===== src/rtl/eca_pkg.sv =====
// Package of constants and types for the eight-bit core ALU datapath
`default_nettype none
package eca_pkg;
    localparam int DATA_W = 8;
    localparam int INSTR_W = 12;
    localparam int PTR_W = 9;
    localparam int ADDR_W = 5;
    localparam int PHASES = 4;
    // Instruction cycle: 200 device clocks at 200 MHz gives 1 us
    localparam int CYCLE_NS = 1000;
    localparam int CLK_NS = 5;
    localparam int CYCLE_CLKS = CYCLE_NS / CLK_NS;
    localparam int PHASE_CLKS = CYCLE_CLKS / PHASES;
    localparam logic [7:0] PHASE_CNT_MAX = 8'(PHASE_CLKS - 1);
    // Data-memory address of the instruction pointer low byte
    localparam logic [ADDR_W-1:0] PTR_ADDR = 5'h02;
    localparam logic [ADDR_W-1:0] STATUS_ADDR = 5'h03;
    // Flag numbering; the status byte itself holds carry at bit 2 and zero at bit 0
    localparam int FLAG_CARRY = 0;
    localparam int FLAG_NIBBLE = 1;
    localparam int FLAG_ZERO = 2;
    localparam logic [DATA_W-1:0] STATUS_RST = 8'h00;
    localparam logic [PTR_W-1:0] PTR_RST = 9'h1FF;
    localparam logic [INSTR_W-1:0] NOP_WORD = 12'h000;
    // Instruction field layout
    localparam int OP_HI = 11;
    localparam int OP_LO = 8;
    localparam int DEST_BIT = 5;

    typedef enum logic [3:0] {
        ECA_OP_NOP, ECA_OP_ADD, ECA_OP_SUB, ECA_OP_AND, ECA_OP_OR, ECA_OP_XOR,
        ECA_OP_MOV, ECA_OP_COM, ECA_OP_INC, ECA_OP_DEC, ECA_OP_RL, ECA_OP_RR,
        ECA_OP_SWAP, ECA_OP_GOTO, ECA_OP_LIT_AND, ECA_OP_LIT_MOV
    } eca_op_t;

    typedef enum logic [1:0] {ECA_PH_ONE, ECA_PH_TWO, ECA_PH_THREE, ECA_PH_FOUR} eca_phase_t;

    typedef struct packed {
        logic we;
        logic [ADDR_W-1:0] addr;
        logic [DATA_W-1:0] wdata;
    } eca_data_req_t;

    typedef struct packed {
        logic carry;
        logic nibble;
        logic zero;
    } eca_flags_t;
endpackage
`default_nettype wire


===== src/rtl/eca_op_latch.sv =====
// Fetched opcode latch with registered read-out and flush to no-operation
`default_nettype none
module eca_op_latch (
    input wire logic clk,
    input wire logic sys_rst,
    input wire logic load,
    input wire logic flush,
    input wire logic [eca_pkg::INSTR_W-1:0] word_in,
    output logic [eca_pkg::INSTR_W-1:0] word_out
);
    // A flush on load replaces the prefetched word with a no-operation
    always_ff @(posedge clk) begin
        if (sys_rst) begin
            word_out <= eca_pkg::NOP_WORD;
        end else if (load) begin
            word_out <= flush ? eca_pkg::NOP_WORD : word_in;
        end
    end
endmodule
`default_nettype wire


===== src/rtl/eca_core.sv =====
// Execution core: phase divider, two-stage pipeline and 8-bit ALU
`default_nettype none
module eca_core (
    input wire logic clk,
    input wire logic sys_rst,
    output logic [eca_pkg::PTR_W-1:0] prog_addr,
    input wire logic [eca_pkg::INSTR_W-1:0] prog_data,
    output eca_pkg::eca_data_req_t data_req,
    output logic data_rd,
    input wire logic [eca_pkg::DATA_W-1:0] data_rdata,
    output logic [eca_pkg::DATA_W-1:0] acc_out,
    output eca_pkg::eca_flags_t flags_out,
    output logic [1:0] phase_out
);
    ////////////////////////////////////////////////////////////////////////
    // Phase divider
    logic [7:0] sub_cnt;
    eca_pkg::eca_phase_t phase;
    wire phase_end = (sub_cnt == eca_pkg::PHASE_CNT_MAX);
    wire ph1_go = phase_end && (phase == eca_pkg::ECA_PH_FOUR);
    wire ph2_go = phase_end && (phase == eca_pkg::ECA_PH_ONE);
    wire ph4_go = phase_end && (phase == eca_pkg::ECA_PH_THREE);

    // Four phases per cycle, each an equal share of the 1 us cycle
    always_ff @(posedge clk) begin
        if (sys_rst) begin
            sub_cnt <= 8'h00;
            phase <= eca_pkg::ECA_PH_ONE;
        end else if (phase_end) begin
            sub_cnt <= 8'h00;
            case (phase)
                eca_pkg::ECA_PH_ONE: phase <= eca_pkg::ECA_PH_TWO;
                eca_pkg::ECA_PH_TWO: phase <= eca_pkg::ECA_PH_THREE;
                eca_pkg::ECA_PH_THREE: phase <= eca_pkg::ECA_PH_FOUR;
                default: phase <= eca_pkg::ECA_PH_ONE;
            endcase
        end else begin
            sub_cnt <= sub_cnt + 8'h01;
        end
    end

    ////////////////////////////////////////////////////////////////////////
    // Decode of the word held in the opcode latch
    logic [eca_pkg::INSTR_W-1:0] opcode;
    logic flush_next;
    wire [3:0] op_field = opcode[eca_pkg::OP_HI:eca_pkg::OP_LO];
    wire eca_pkg::eca_op_t op = eca_pkg::eca_op_t'(op_field);
    wire to_reg = opcode[eca_pkg::DEST_BIT];
    wire [eca_pkg::ADDR_W-1:0] reg_addr = opcode[eca_pkg::ADDR_W-1:0];
    wire [eca_pkg::DATA_W-1:0] imm = opcode[7:0];
    wire is_imm = (op == eca_pkg::ECA_OP_LIT_AND) || (op == eca_pkg::ECA_OP_LIT_MOV);
    wire is_branch = (op == eca_pkg::ECA_OP_GOTO);
    wire writes_ptr = to_reg && !is_imm && !is_branch && (op != eca_pkg::ECA_OP_NOP)
                      && (reg_addr == eca_pkg::PTR_ADDR);
    wire ptr_change = is_branch || writes_ptr;

    // Opcode latch, loaded at the cycle boundary; flush kills the prefetch
    eca_op_latch u_latch (
        .clk(clk),
        .sys_rst(sys_rst),
        .load(ph1_go),
        .flush(flush_next),
        .word_in(prog_data),
        .word_out(opcode)
    );

    ////////////////////////////////////////////////////////////////////////
    // ALU
    logic [eca_pkg::DATA_W-1:0] acc;
    logic [eca_pkg::DATA_W-1:0] operand;
    eca_pkg::eca_flags_t flags;

    // Add with carry and nibble carry; subtraction adds the complement plus one
    function automatic logic [9:0] add8(input logic [7:0] a, input logic [7:0] b, input logic cin);
        logic [4:0] lo;
        logic [4:0] hi;
        lo = {1'b0, a[3:0]} + {1'b0, b[3:0]} + {4'h0, cin};
        hi = {1'b0, a[7:4]} + {1'b0, b[7:4]} + {4'h0, lo[4]};
        return {hi[4], lo[4], hi[3:0], lo[3:0]};
    endfunction

    wire [eca_pkg::DATA_W-1:0] src_b = is_imm ? imm : operand;
    wire [9:0] sum_add = add8(src_b, acc, 1'b0);
    wire [9:0] sum_sub = add8(src_b, ~acc, 1'b1);
    logic [eca_pkg::DATA_W-1:0] alu_res;
    logic next_carry;
    logic upd_c;
    logic upd_dc;
    logic upd_z;

    // Result selection; carry 1 in subtraction means no borrow
    always_comb begin
        alu_res = operand;
        next_carry = flags.carry;
        upd_c = 1'b0;
        upd_dc = 1'b0;
        upd_z = 1'b0;
        case (op)
            eca_pkg::ECA_OP_ADD: begin
                alu_res = sum_add[7:0];
                next_carry = sum_add[9];
                {upd_c, upd_dc, upd_z} = 3'h7;
            end
            eca_pkg::ECA_OP_SUB: begin
                alu_res = sum_sub[7:0];
                next_carry = sum_sub[9];
                {upd_c, upd_dc, upd_z} = 3'h7;
            end
            eca_pkg::ECA_OP_AND: begin alu_res = acc & operand; upd_z = 1'b1; end
            eca_pkg::ECA_OP_OR: begin alu_res = acc | operand; upd_z = 1'b1; end
            eca_pkg::ECA_OP_XOR: begin alu_res = acc ^ operand; upd_z = 1'b1; end
            eca_pkg::ECA_OP_MOV: begin alu_res = operand; upd_z = 1'b1; end
            eca_pkg::ECA_OP_COM: begin alu_res = ~operand; upd_z = 1'b1; end
            eca_pkg::ECA_OP_INC: begin alu_res = operand + 8'h01; upd_z = 1'b1; end
            eca_pkg::ECA_OP_DEC: begin alu_res = operand - 8'h01; upd_z = 1'b1; end
            eca_pkg::ECA_OP_RL: begin
                alu_res = {operand[6:0], flags.carry};
                next_carry = operand[7];
                upd_c = 1'b1;
            end
            eca_pkg::ECA_OP_RR: begin
                alu_res = {flags.carry, operand[7:1]};
                next_carry = operand[0];
                upd_c = 1'b1;
            end
            eca_pkg::ECA_OP_SWAP: alu_res = {operand[3:0], operand[7:4]};
            eca_pkg::ECA_OP_LIT_AND: begin alu_res = acc & imm; upd_z = 1'b1; end
            eca_pkg::ECA_OP_LIT_MOV: alu_res = imm;
            default: alu_res = operand;
        endcase
    end

    wire alu_op = (op != eca_pkg::ECA_OP_NOP) && !is_branch;
    wire dest_reg = alu_op && to_reg && !is_imm; // Accumulator has no address
    wire [eca_pkg::PTR_W-1:0] branch_target = opcode[eca_pkg::PTR_W-1:0];

    ////////////////////////////////////////////////////////////////////////
    // Instruction pointer and fetch; runs in parallel with data access
    // A pointer change in execution costs one flushed cycle so the stale
    // prefetch never executes, trading one cycle for a simple pipeline.
    // Both redirects store the target minus one: the phase-one increment
    // then lands on the target, so the flushed slot is the only cycle lost.
    always_ff @(posedge clk) begin
        if (sys_rst) begin
            prog_addr <= eca_pkg::PTR_RST;
            flush_next <= 1'b0;
        end else if (ph1_go) begin
            prog_addr <= prog_addr + 9'h001;
            flush_next <= 1'b0;
        end else if (ph4_go && ptr_change) begin
            prog_addr <= (is_branch ? branch_target : {1'b0, alu_res}) - 9'h001;
            flush_next <= 1'b1;
        end
    end

    ////////////////////////////////////////////////////////////////////////
    // Data bus: read in phase two, write in phase four
    always_ff @(posedge clk) begin
        if (sys_rst) begin
            data_req <= '0;
            data_rd <= 1'b0;
            operand <= 8'h00;
        end else begin
            data_rd <= ph2_go && alu_op && !is_imm;
            data_req.we <= ph4_go && dest_reg && !writes_ptr;
            data_req.addr <= reg_addr;
            data_req.wdata <= alu_res;
            if (data_rd) begin
                operand <= (reg_addr == eca_pkg::STATUS_ADDR) ? {5'h00, flags} : data_rdata;
            end
        end
    end

    // Accumulator and flags commit in phase four
    always_ff @(posedge clk) begin
        if (sys_rst) begin
            acc <= 8'h00;
            flags <= '0;
        end else if (ph4_go && alu_op) begin
            if (!dest_reg) acc <= alu_res;
            if (upd_c) flags.carry <= next_carry;
            if (upd_dc) flags.nibble <= is_imm ? 1'b0 : (op == eca_pkg::ECA_OP_SUB ? sum_sub[8] : sum_add[8]);
            if (upd_z) flags.zero <= (alu_res == 8'h00);
        end
    end

    // Registered copies for observation
    always_ff @(posedge clk) begin
        if (sys_rst) begin
            acc_out <= 8'h00;
            flags_out <= '0;
            phase_out <= 2'h0;
        end else begin
            acc_out <= acc;
            flags_out <= flags;
            phase_out <= phase;
        end
    end
endmodule
`default_nettype wire


===== config.mk =====
export PLATFORM = sky130hd
export DESIGN_NAME = eca_core
export DESIGN_NICKNAME = d
export VERILOG_FILES = /design/src/rtl/eca_pkg.sv /design/src/rtl/eca_op_latch.sv /design/src/rtl/eca_core.sv
export SDC_FILE = /design/constraint.sdc
export NUM_CORES = 1
export LEC_CHECK = 0
export ABC_AREA = 1
export BUFFER_PORTS_ARGS = -buffer_cell sky130_fd_sc_hd__buf_2
export CAP_MARGIN = 30
export CORE_MARGIN = 5
export CORE_UTILIZATION = 55
export DETAILED_ROUTE_END_ITERATION = 10
export PLACE_DENSITY_LB_ADDON = 0.15
export SLEW_MARGIN = 40
export SYNTH_ARGS = -nofsm -noshare
export SYNTH_HDL_FRONTEND = slang
export SYNTH_SLANG_ARGS = --single-unit
export TNS_END_PERCENT = 1

===== constraint.sdc =====
create_clock -name clk -period 5.2 [get_ports clk]
set_input_delay 1.04 -clock clk [delete_from_list [all_inputs] [get_ports clk]]
set_output_delay 1.04 -clock clk [all_outputs]
set_load 0.005 [all_outputs]

# == After elaboration in Yosys (flattened, before gate mapping) ==
# Index checks and enable logic that the tools add are counted.
# W data, S select, Z words.
# totals
ff_bits,79
in_bits,22
out_inout_bits,37
elab_cells,108
# classes
add_sub_neg,12
eq_ne,21
mux,14
bitwise_logic,7
reduce_logical,35
# ops
cell,n
$pmux W8 S13,1
$eq A4 B4 Y1 const B,8
$mux W9,3
$add A4 B4 Y5,4
$add A8 B1 Y8 const B,2
$and A8 B8 Y8,2
$eq A4 B3 Y1 const B,4
$logic_and A1 B1 Y1,16
$mux W8,2
$not A8 Y8,2
$mux W12,1
$add A5 B1 Y5,2
$eq A5 B2 Y1 const B,2
$reduce_or A10 Y1,1
$add A9 B1 Y9 const B,1
$sub A9 B1 Y9 const B,1
$eq A4 B2 Y1 const B,2
$eq A8 B6 Y1 const B,1
$logic_not A8 Y1,1
$or A8 B8 Y8,1
$reduce_bool A4 Y1,2
$sub A8 B1 Y8 const B,1
$xor A8 B8 Y8,1
$pmux W2 S3,1
15 further kinds,27

# == Depth between registers and ports, before layout ==
# Gate-level depths: netlist of the first run.
# depth
word_depth,11
depth_mapped,28
mapped_depth_nobuf,28

# == Modules after synthesis ==
# A second synthesis of the first run with hierarchy kept.
# unflattened
hier_cells,900
area_unflattened_um2,5667.9
# by_module_without_submodules
module,instances,cells_per_inst,area_per_inst_um2,seq_area_each_um2
eca_core,1,846,5215.0,1341.3
eca_op_latch,1,54,452.9,240.2

# == Least setup slack after synthesis of the first run ==
# OpenSTA, ideal clock, no wires.
# synth_path
path_kind,reg-to-reg
startpoint,reg u_latch.word_out[9] (netlist name)
endpoint,reg prog_addr[7] (netlist name)
setup_ns,0.112
t_arrival_ns,3.821
required_time_ns,5.088
path_slack_ns,1.267
path_stages_with_launch,27
path_buffers,0
synth_period_minus_slack_ns,3.933
path_cell_list,dfxtp_1 > inv_4 > nor2_4 > inv_2 > nor2_1 > a21oi_1 > ha_1 > fa_1 > inv_1 > nand2_1 > nand2_1 > a21oi_1 > fa_1 > fa_1 > or2_2 > nand3_1 > nand4_1 > nor2_1 > nand3_1 > nand3_1 > nand2_1 > nor2_1 > nand4_1 > nand3_1 > nand2_1 > nand2_1 > nand2_1
# synth_between
elab_chain_len,11
elab_cells_between_ends,38
classes_between,add/sub: 8; eq/ne: 14; mux: 5; reduce/logical: 11
# synth_lines
element,line,source
from (decl),eca_op_latch.sv:9,output logic [eca_pkg::INSTR_W-1:0] word_out
from (signal assigned),eca_op_latch.sv:14,word_out <= eca_pkg::NOP_WORD;
from (signal assigned),eca_op_latch.sv:16,word_out <= flush ? eca_pkg::NOP_WORD : word_in;
$eq A4 B4 Y1,"eca_core.sv:51, eca_core.sv:98",
$logic_or A1 B1 Y1,eca_core.sv:51,wire is_imm = (op == eca_pkg::ECA_OP_LIT_AND) || (op == eca_pkg::ECA_OP_LIT_MOV);
$mux W8,eca_core.sv:82,wire [eca_pkg::DATA_W-1:0] src_b = is_imm ? imm : operand;
$add A4 B4 Y5,eca_core.sv:77,"lo = {1'b0, a[3:0]} + {1'b0, b[3:0]} + {4'h0, cin};"
$add A5 B1 Y5,eca_core.sv:77,
$add A5 B1 Y5,eca_core.sv:78,"hi = {1'b0, a[7:4]} + {1'b0, b[7:4]} + {4'h0, lo[4]};"
$pmux W8 S13,eca_core.sv:98,case (op)
$mux W9,eca_core.sv:151,"prog_addr <= (is_branch ? branch_target : {1'b0, alu_res}) - 9'h001;"
$sub A9 B1 Y9,eca_core.sv:151,
$mux W9,eca_core.sv:150,end else if (ph4_go && ptr_change) begin
$mux W9,eca_core.sv:147,end else if (ph1_go) begin
to (signal assigned),eca_core.sv:145,prog_addr <= eca_pkg::PTR_RST;
to (signal assigned),eca_core.sv:148,prog_addr <= prog_addr + 9'h001;
to (signal assigned),eca_core.sv:151,
to (decl),eca_core.sv:6,"output logic [eca_pkg::PTR_W-1:0] prog_addr,"
# Several ways; a longest one is shown, not always the timed one. The select of a mux whose other input is x is not followed.
# A chain may end at the register's enable or synchronous reset.

# == Worst setup path after layout of the first run ==
# Ends and elaborated chain as after synthesis.

==> reports/qor.yml, run 1 <==
final_layout:
  finalNetCount: 958
  fin_cells: 1031
  drive_gt1_share_pct: 13.6
  post-route-util_pct: 62.9
  diodes: 0
  syn2layout_area_growth_pct: 12.0
  stdcell_area_sq_um: 6120
timing:
  finClkSkew_ns: 0.0129
  tightestPinTransition_ns: 0.761
  max-slew-margin-rel_pct: 49.0
  post-route-min-period_ns: 4.54
  rsz0062_at_grt: "no"
  hold_ws_ns: 0.461
  tns_ns: 0
  slew_viol_final: 0
  setup_viol: 0
  hold_viol: 0
  finalCritPeriodShare_pct: 87.3
  worst_slack_ns: 0.661
  fmax_ghz: 0.220
route:
  drtIter0Drc: 699
  antenna_left: 0
  vias: 5835
  first_pass_iters: 5
  drc: 0
  wl_per_cell_um: 17.7
  wirelength_um: 18300
  via_per_inst: 5.66
logic_synthesis:
  async_reset_ff_share_pct: 0
  synth_compound_area_share_pct: 12.7
  synth_cells: 835
  synth_edf_count: 0
  synth_top_family_by_area: "simple AND/OR/NAND/NOR gates"
  synthAdderAreaFrac_pct: 10.8
  syn_area_sq_um: 5460
  ys_seq_elements: 79
  synth_area_leaders: "dfxtp_1 (29%), nand2_1 (15%), ha_1 (8.2%)"
  ys_types: 45
  synth_simple_gate_area_share_pct: 36.3
  synth.largest_area_cell: "dfxtp_1"
  synth_area_per_cell_sq_um: 6.54
  synth_xor_area_share_pct: 1.76
  synth_top_area_share_pct: 29.0
  synth_warnings: 0
  seq_area_frac_synth_pct: 29.0
  synth_nets: 900
  synthMuxAreaShare_pct: 0
  ys.flop_type: "dfxtp_1"
cts:
  cts_tree: "done"
  cts_hold_buf: 0
  cts_inserted_buffers: 9
  cts_resized: 0
  clk_pin_slew_ns: 0.09
  ctsLongestPathBuffers: 2
  clkSinkCount: 79
  cts_max_level: 3
  postCtsSetupRepairBufs: 0
  cts_root_buf: "clkbuf_8"
  clock_latency_ns: 0.37
global_route:
  gr-total-overflow: 0
  grt_pass1_wl_um: 28500
  antenna_found_initial: 0
  grt_pass1_vias: 5468
  gr-usage-all-layers_pct: 31.4
  grt_max_degree: 32
placed_design:
  dp_cells: 1015
  port_buffers: 58
  preCtsSetupSlack_ns: 0.742
  placed_area_sq_um: 5880
  hpwl_um: 14100
  place.gp.congestion: 1.10
outcome:
  status: "complete, no violations"
worst_setup_path:
  crit_arrival_ns: 4.81
  r2r_slack_ns: 0.66
  rr_startpoint: "u_latch.word_out[9]"
  cp-startpoint: "u_latch.word_out[9]"
  path_class: "register to register"
  end_kind: "register"
  cp_max_fo: 10
  cp-start-kind: "register"
  worst-endpoint-required_ns: 5.47
  reg2reg_to: "prog_addr[7]"
  r2r_cells: 26
pwr:
  power_leakage_nw: 3.12
  p_per_area_nw_per_um2: 193
  ir_worst_vdd_uv: 165
  power_mw: 1.18
min_path:
  min_path_type: "register to register"
  whs_path_depth: 2
  hp-start: "flags[0]"
  hold_end: "flags_out[0]"
die:
  ios: 59
  coreArea_sq_um: 9730
  die_w_um: 110
  fp.dieH_um: 110
  dieArea_sq_um: 12000
  rows: 36
  start_util_pct: 56.1
run:
  cap_violations: 0
-- sequential cells by signal, indices dropped and copies added (netlist names) --
| signal | flops |
|---|---|
| data_req | 14 |
| u_latch.word_out | 12 |
| prog_addr | 9 |
| acc | 8 |
| acc_out | 8 |
| operand | 8 |
| sub_cnt | 8 |
| flags | 3 |
| flags_out | 3 |
| phase | 2 |
| phase_out | 2 |
| data_rd | 1 |
| flush_next | 1 |
-- per-layer routing --
metal | global-route usage [%] | vias to the layer above | part of all wire (%)
met5 | 0 | - | 0
met4 | 11.9 | 0 | 3.4
met3 | 7.69 | 50 | 9.4
met2 | 48.5 | 300 | 44
met1 | 42.4 | 2675 | 43
li1 | - | 2810 | -
-- final cells by class --
| class | instances | area [sq um] |
|---|---|---|
| tap | 133 | 166 |
| sequential | 79 | 1580 |
| clock buffer | 9 | 124 |
| inverter | 118 | 445 |
| fill | 926 | 3610 |
| multi-input combinational | 623 | 3370 |
| clock inverter | 7 | 113 |
| timing repair buffer | 62 | 320 |
-- layout by cell type (no fill, tap or decap), types with 2 or more instances in the layout --
| cell type | instances |
|---|---|
| inv_2 | 7 |
| o21ai_1 | 4 |
| nand3_1 | 70 |
| clkbuf_8 | 9 |
| o31ai_1 | 7 |
| buf_2 | 58 |
| bufinv_16 | 2 |
| nand3b_1 | 4 |
| dfxtp_1 | 79 |
| inv_1 | 108 |
| o32ai_1 | 8 |
| o21ai_0 | 44 |
| nand4_1 | 13 |
| nand2_4 | 3 |
| nor2_4 | 5 |
| o21ai_2 | 3 |
| nor2_1 | 107 |
| nand2_2 | 5 |
| nand2_1 | 215 |
| fa_1 | 7 |
| nor3_2 | 2 |
| xnor2_1 | 2 |
| xor2_1 | 9 |
| nor3_1 | 5 |
| inv_6 | 2 |
| buf_4 | 4 |
| nor2_2 | 9 |
| clkinv_1 | 2 |
| or2_2 | 5 |
| o211ai_1 | 5 |
| ha_1 | 36 |
| a21oi_1 | 42 |
-- cells by family (layout without fill, tap and decap cells) --
| group | Yosys count | count (layout) |
|---|---|---|
| DFF | 79 | 79 |
| and+or+nand+nor | 449 | 449 |
| AOI/OAI and AO/OA | 120 | 120 |
| xor gates and xnor gates | 11 | 11 |
| buffers and inverters | 133 | 196 |
| adders and majority gates | 43 | 43 |
-- power breakdown --
| part | switching (mW) | internal [mW] | leakage [nW] |
|---|---|---|---|
| logic | 0.0193 | 0.0104 | 2.37 |
| clock network | 0.262 | 0.281 | 0.115 |
| registers | 0.00185 | 0.606 | 0.637 |
-- worst max-delay path: stages (launching register included) --
cell and delay, ns:
dfxtp_1 0.53, inv_4 0.11, nor2_4 0.28, inv_2 0.13, nor2_1 0.15, a21oi_1 0.08, ha_1 0.22, fa_1 0.39
inv_1 0.07, nand2_1 0.06, nand2_1 0.06, a21oi_1 0.09, fa_1 0.42, fa_1 0.39, or2_2 0.32, nand3_1 0.10
nand4_1 0.09, nor2_1 0.09, nand3_1 0.10, nand3_1 0.09, nand2_1 0.12, nor2_1 0.15, nand4_1 0.10, nand3_1 0.09
nand2_1 0.07, nand2_1 0.06, nand2_1 0.06
-- cell usage after synthesis, types with 2 or more instances --
cell type,n
fa_1,7
nor2_2,8
nand3b_1,4
o32ai_1,8
nand2_1,215
nand2_2,5
nand2_4,3
or2_2,5
buf_1,2
nand4_1,13
nor2_4,5
o211ai_1,5
clkinv_1,2
dfxtp_1,79
xnor2_1,2
ha_1,36
buf_6,2
buf_2,2
o21ai_0,44
nor2_1,108
nand3_1,70
a21oi_1,42
xor2_1,9
inv_1,108
o21ai_1,4
o31ai_1,7
inv_2,7
nor3_1,6
o21ai_2,3
clkbuf_1,9
-- how the worst max path moves through the flow --
stage	to	slack, ns	cells past startpoint
3_3_place_gp	prog_addr[7]	0.92	26
5_1_grt	prog_addr[7]	0.26	26
4_1_cts	prog_addr[7]	0.73	26
6_report	prog_addr[7]	0.66	26
3_5_place_dp	prog_addr[7]	0.74	26
2_1_floorplan	prog_addr[7]	1.27	26
Note: power is estimated with default switching activity, not from simulation.
==> run 2: changes to the inputs <==
Settings changed: PLACE_DENSITY set to 0.86, PLACE_DENSITY_LB_ADDON 0.15 to unset.
==> run 2 against run 1 <==
Final cell count shrank 0.29%; largest power group unchanged; critical path depth unchanged; fmax up 1.0%.
==> reports/qor.yml, run 2 (synthesis gave the netlist of run 1 again) <==
worst_setup_path:
  cp_max_fo: 10
  worst-path-buf-inv: 3
  path_class: "register to register"
  slowest_stage: "dfxtp_1"
  critPathMaxStageDelay_ns: 0.51
  worst-endpoint-required_ns: 5.46
  crit_top_cell: "nand2_1"
  crit_arrival_ns: 4.75
  cp-start-kind: "register"
  end_kind: "register"
  cp_top_family: "simple AND/OR/NAND/NOR gates"
cts:
  cts_resized: 0
  cts_root_buf: "clkbuf_8"
  postCtsSetupRepairBufs: 0
  ctsLongestPathBuffers: 2
  cts_inserted_buffers: 9
  clkSinkCount: 79
  clock_latency_ns: 0.37
  cts_max_level: 3
  clk_pin_slew_ns: 0.09
  cts_hold_buf: 0
  cts_tree: "done"
timing:
  tightestPinTransition_ns: 0.708
  tns_ns: 0
  setup_viol: 0
  hold_ws_ns: 0.473
  fmax_ghz: 0.223
  hold_viol: 0
  slew_viol_final: 0
  finalCritPeriodShare_pct: 86.4
  finClkSkew_ns: 0.0158
  max-slew-margin-rel_pct: 52.5
  post-route-min-period_ns: 4.49
  rsz0062_at_grt: "no"
route:
  drtIter0Drc: 576
  drc: 0
  wirelength_um: 16800
  first_pass_iters: 8
  wl_per_cell_um: 16.4
  vias: 5789
  antenna_left: 0
  via_per_inst: 5.63
die:
  coreArea_sq_um: 9730
  die_w_um: 110
  dieArea_sq_um: 12000
  start_util_pct: 56.1
  fp.dieH_um: 110
  rows: 36
  ios: 59
global_route:
  antenna_found_initial: 0
  gr-usage-all-layers_pct: 28.6
  grt_pass1_vias: 5109
  grt_pass1_wl_um: 26100
  grt_max_degree: 32
  gr-total-overflow: 0
min_path:
  min_path_type: "register to register"
final_layout:
  post-route-util_pct: 62.2
  seqCellArea_sq_um: 1580
  reg_top3: "data_req (14), u_latch.word_out (12), prog_addr (9)"
  fill_cells: 922
  top_register: "data_req"
  multi_input_area_sq_um: 3370
  final_common_cell: "nand2_1"
  layout_common_cells: "nand2_1 (215), inv_1 (108), nor2_1 (107), dfxtp_1 (79), nand3_1 (70)"
  drive_gt1_share_pct: 13.3
  syn2layout_area_growth_pct: 10.8
  diodes: 0
  largest_register_ffs: 14
  finalNetCount: 955
outcome:
  status: "complete, no violations"
pwr:
  ir_worst_vdd_uv: 135
  p_per_area_nw_per_um2: 179
  power_leakage_nw: 3.08
run:
  cap_violations: 0
placed_design:
  hpwl_um: 13100
  port_buffers: 58
  place.gp.congestion: 1.03
[run 2: power by group]
part	switching [mW]	internal, mW	total [mW]
logic	0.0181	0.0106	0.0287
clock network	0.254	0.193	0.447
registers	0.00175	0.606	0.608
[run 2: through the flow]
| stage | setup slack (ns) | area, sq um | total power [mW] | cells |
|---|---|---|---|---|
| after floorplan | 1.27 | 5460 | 0.638 | 835 |
| after global placement | 0.931 | 5850 | 0.650 | 1012 |
| after detailed placement | 0.765 | 5860 | 0.651 | 1012 |
| after CTS | 0.747 | 6050 | 1.09 | 1028 |
| after global routing | 0.405 | 6050 | 1.12 | 1028 |
| final | 0.706 | 6050 | 1.08 | 1028 |
[run 2: layout make-up]
type,count,share of cell area [%]
Clock buffer,10,2.28
Clock inverter,6,0.869
Inverter,118,7.36
Multi-Input combinational cell,623,55.7
Sequential cell,79,26.1
Tap cell,133,2.75
Timing Repair Buffer,59,4.92
[run 2: path summary, 6_finish.rpt]
check | start | end | slack [ns] | cells past startpoint
setup / recovery | u_latch.word_out[9] | prog_addr[7] | 0.71 | 26
hold / removal | flags[1] | flags_out[1] | 0.47 | 2
setup reg to reg | u_latch.word_out[9] | prog_addr[7] | 0.71 | 26
hold reg to reg | flags[1] | flags_out[1] | 0.47 | 2
[run 2: routing by layer]
layer / GRT usage [%] / wire [um]
met3: 5.28 / 1720
met1: 38.3 / 7010
met2: 45.7 / 7590
met4: 10.7 / 531
met5: 0 / 0
[run 2: worst min-delay path, stage by stage (launching register included)]
cell and delay [ns]:
dfxtp_1 0.31, inv_1 0.06, nor2_1 0.06
==> run 3: changes to the inputs <==
==> constraint.sdc (replaced) <==
create_clock -name clk -period 5.2 [get_ports clk]
set_input_delay 0.26 -clock clk [delete_from_list [all_inputs] [get_ports clk]]
set_output_delay 0.26 -clock clk [all_outputs]
set_load 0.005 [all_outputs]
==> run 3 against run 2 <==
Global-route usage rose by 0.55 points; sequential share of layout area fell by 0.12 points; via count fell by 0.35%; sequential cell count did not move; setup slack got worse by 0.017 ns; sequential power barely moved; wire length rose by 1.9%; power rose by 8.7%; fmax fell by 0.38%; largest power group unchanged.
==> reports/qor.yml, run 3 (synthesis gave the netlist of run 1 again) <==
outcome:
  status: "complete, no violations"
cts:
  ctsLongestPathBuffers: 2
  cts_max_level: 3
  cts_hold_buf: 0
  cts_root_buf: "clkbuf_8"
  clock_latency_ns: 0.37
  clk_pin_slew_ns: 0.11
  clkSinkCount: 79
  cts_resized: 0
  cts_tree: "done"
  cts_inserted_buffers: 9
  postCtsSetupRepairBufs: 0
global_route:
  gr-usage-all-layers_pct: 29.1
  grt_pass1_wl_um: 26600
  gr-total-overflow: 0
  antenna_found_initial: 0
  grt_pass1_vias: 5166
  grt_max_degree: 32
timing:
  tightestPinTransition_ns: 0.726
  setup_viol: 0
  fmax_ghz: 0.222
  finalCritPeriodShare_pct: 86.7
  rsz0062_at_grt: "no"
  hold_viol: 0
  post-route-min-period_ns: 4.51
  slew_viol_final: 0
  finClkSkew_ns: 0.0201
  tns_ns: 0
  max-slew-margin-rel_pct: 51.3
die:
  rows: 36
  die_w_um: 110
  start_util_pct: 56.1
  dieArea_sq_um: 12000
  coreArea_sq_um: 9730
  ios: 59
  fp.dieH_um: 110
route:
  wl_per_cell_um: 16.7
  antenna_left: 0
  drtIter0Drc: 572
  wirelength_um: 17200
  via_per_inst: 5.61
  vias: 5769
  first_pass_iters: 5
  drc: 0
final_layout:
  finalNetCount: 955
  top_register: "data_req"
  drive_gt1_share_pct: 13.2
  reg_top3: "data_req (14), u_latch.word_out (12), prog_addr (9)"
  syn2layout_area_growth_pct: 11.3
  layout_common_cells: "nand2_1 (215), inv_1 (108), nor2_1 (107), dfxtp_1 (79), nand3_1 (70)"
  diodes: 0
  post-route-util_pct: 62.5
  stdcell_area_sq_um: 6080
  largest_register_ffs: 14
  final_common_cell: "nand2_1"
worst_setup_path:
  path_class: "register to register"
  reg2reg_to: "prog_addr[7]"
  crit_arrival_ns: 4.78
  r2r_cells: 26
  rr_startpoint: "u_latch.word_out[9]"
  worst-endpoint-required_ns: 5.47
  r2r_slack_ns: 0.69
  cp_max_fo: 10
  crit_top_cell: "nand2_1"
  critPathMaxStageDelay_ns: 0.52
  end_kind: "register"
  cp-start-kind: "register"
  slowest_stage: "dfxtp_1"
min_path:
  hp-start: "data_rdata[6]"
  whs_path_depth: 3
  min_path_type: "primary input to register"
  hold_end: "operand[6]"
placed_design:
  hpwl_um: 13100
  placed_area_sq_um: 5860
  place.gp.congestion: 1.04
  port_buffers: 58
run:
  cap_violations: 0
pwr:
  p_per_area_nw_per_um2: 194
  power_mw: 1.18
  power_leakage_nw: 3.10
  ir_worst_vdd_uv: 156
## run 3: cell types whose count changed in the layout (fill, tap and decap cells not counted), sizes merged
cell / change
clkinvlp: -2
bufinv: +2
## run 3: metrics by stage
| step | hold slack (ns) | cells | setup WS, ns |
|---|---|---|---|
| 2_1_floorplan | 0.403 | 835 | 1.27 |
| 3_3_place_gp | 0.445 | 1012 | 0.934 |
| 6_report | 0.116 | 1028 | 0.689 |
| 3_5_place_dp | 0.456 | 1012 | 0.759 |
| 5_1_grt | 0.128 | 1028 | 0.372 |
| 4_1_cts | 0.121 | 1028 | 0.763 |
## run 3: how the worst max path moves through the flow
stage | startpoint | to | cells past startpoint
2_1_floorplan | u_latch.word_out[9] | prog_addr[7] | 26
3_3_place_gp | u_latch.word_out[9] | prog_addr[7] | 26
3_5_place_dp | u_latch.word_out[9] | prog_addr[7] | 26
4_1_cts | u_latch.word_out[9] | prog_addr[7] | 26
5_1_grt | u_latch.word_out[11] | prog_addr[7] | 26
6_report | u_latch.word_out[9] | prog_addr[7] | 26
## run 3: area by class of cell
type / count / area [sq um]
Multi-Input combinational cell: 623 / 3370
Clock buffer: 10 / 128
Timing Repair Buffer: 59 / 298
Inverter: 118 / 445
Clock inverter: 6 / 91.3
Tap cell: 133 / 166
Fill cell: 987 / 3650
Sequential cell: 79 / 1580
## run 3: worst max-delay path: cells and delay by family (launching register included)
family / cells / cell delay, ns
buffers and inverters: 3 / 0.30
adders and majority gates: 4 / 1.44
and+or+nand+nor: 17 / 1.98
AOI/OAI and AO/OA: 2 / 0.16
DFF: 1 / 0.52
## run 3: per-layer routing
metal / part of all wire [%] / track usage [%] / wire, um
met1: 41 / 38.4 / 6970
met4: 4.0 / 11.8 / 695
met2: 44 / 45.6 / 7610
met5: 0 / 0 / 0
met3: 11 / 7.22 / 1900
## run 3: report_power, final
part | total, mW | leakage (nW) | internal [mW] | switching, mW
sequential | 0.608 | 0.637 | 0.606 | 0.00169
combinational | 0.0285 | 2.35 | 0.0105 | 0.0180
clock | 0.541 | 0.111 | 0.275 | 0.266
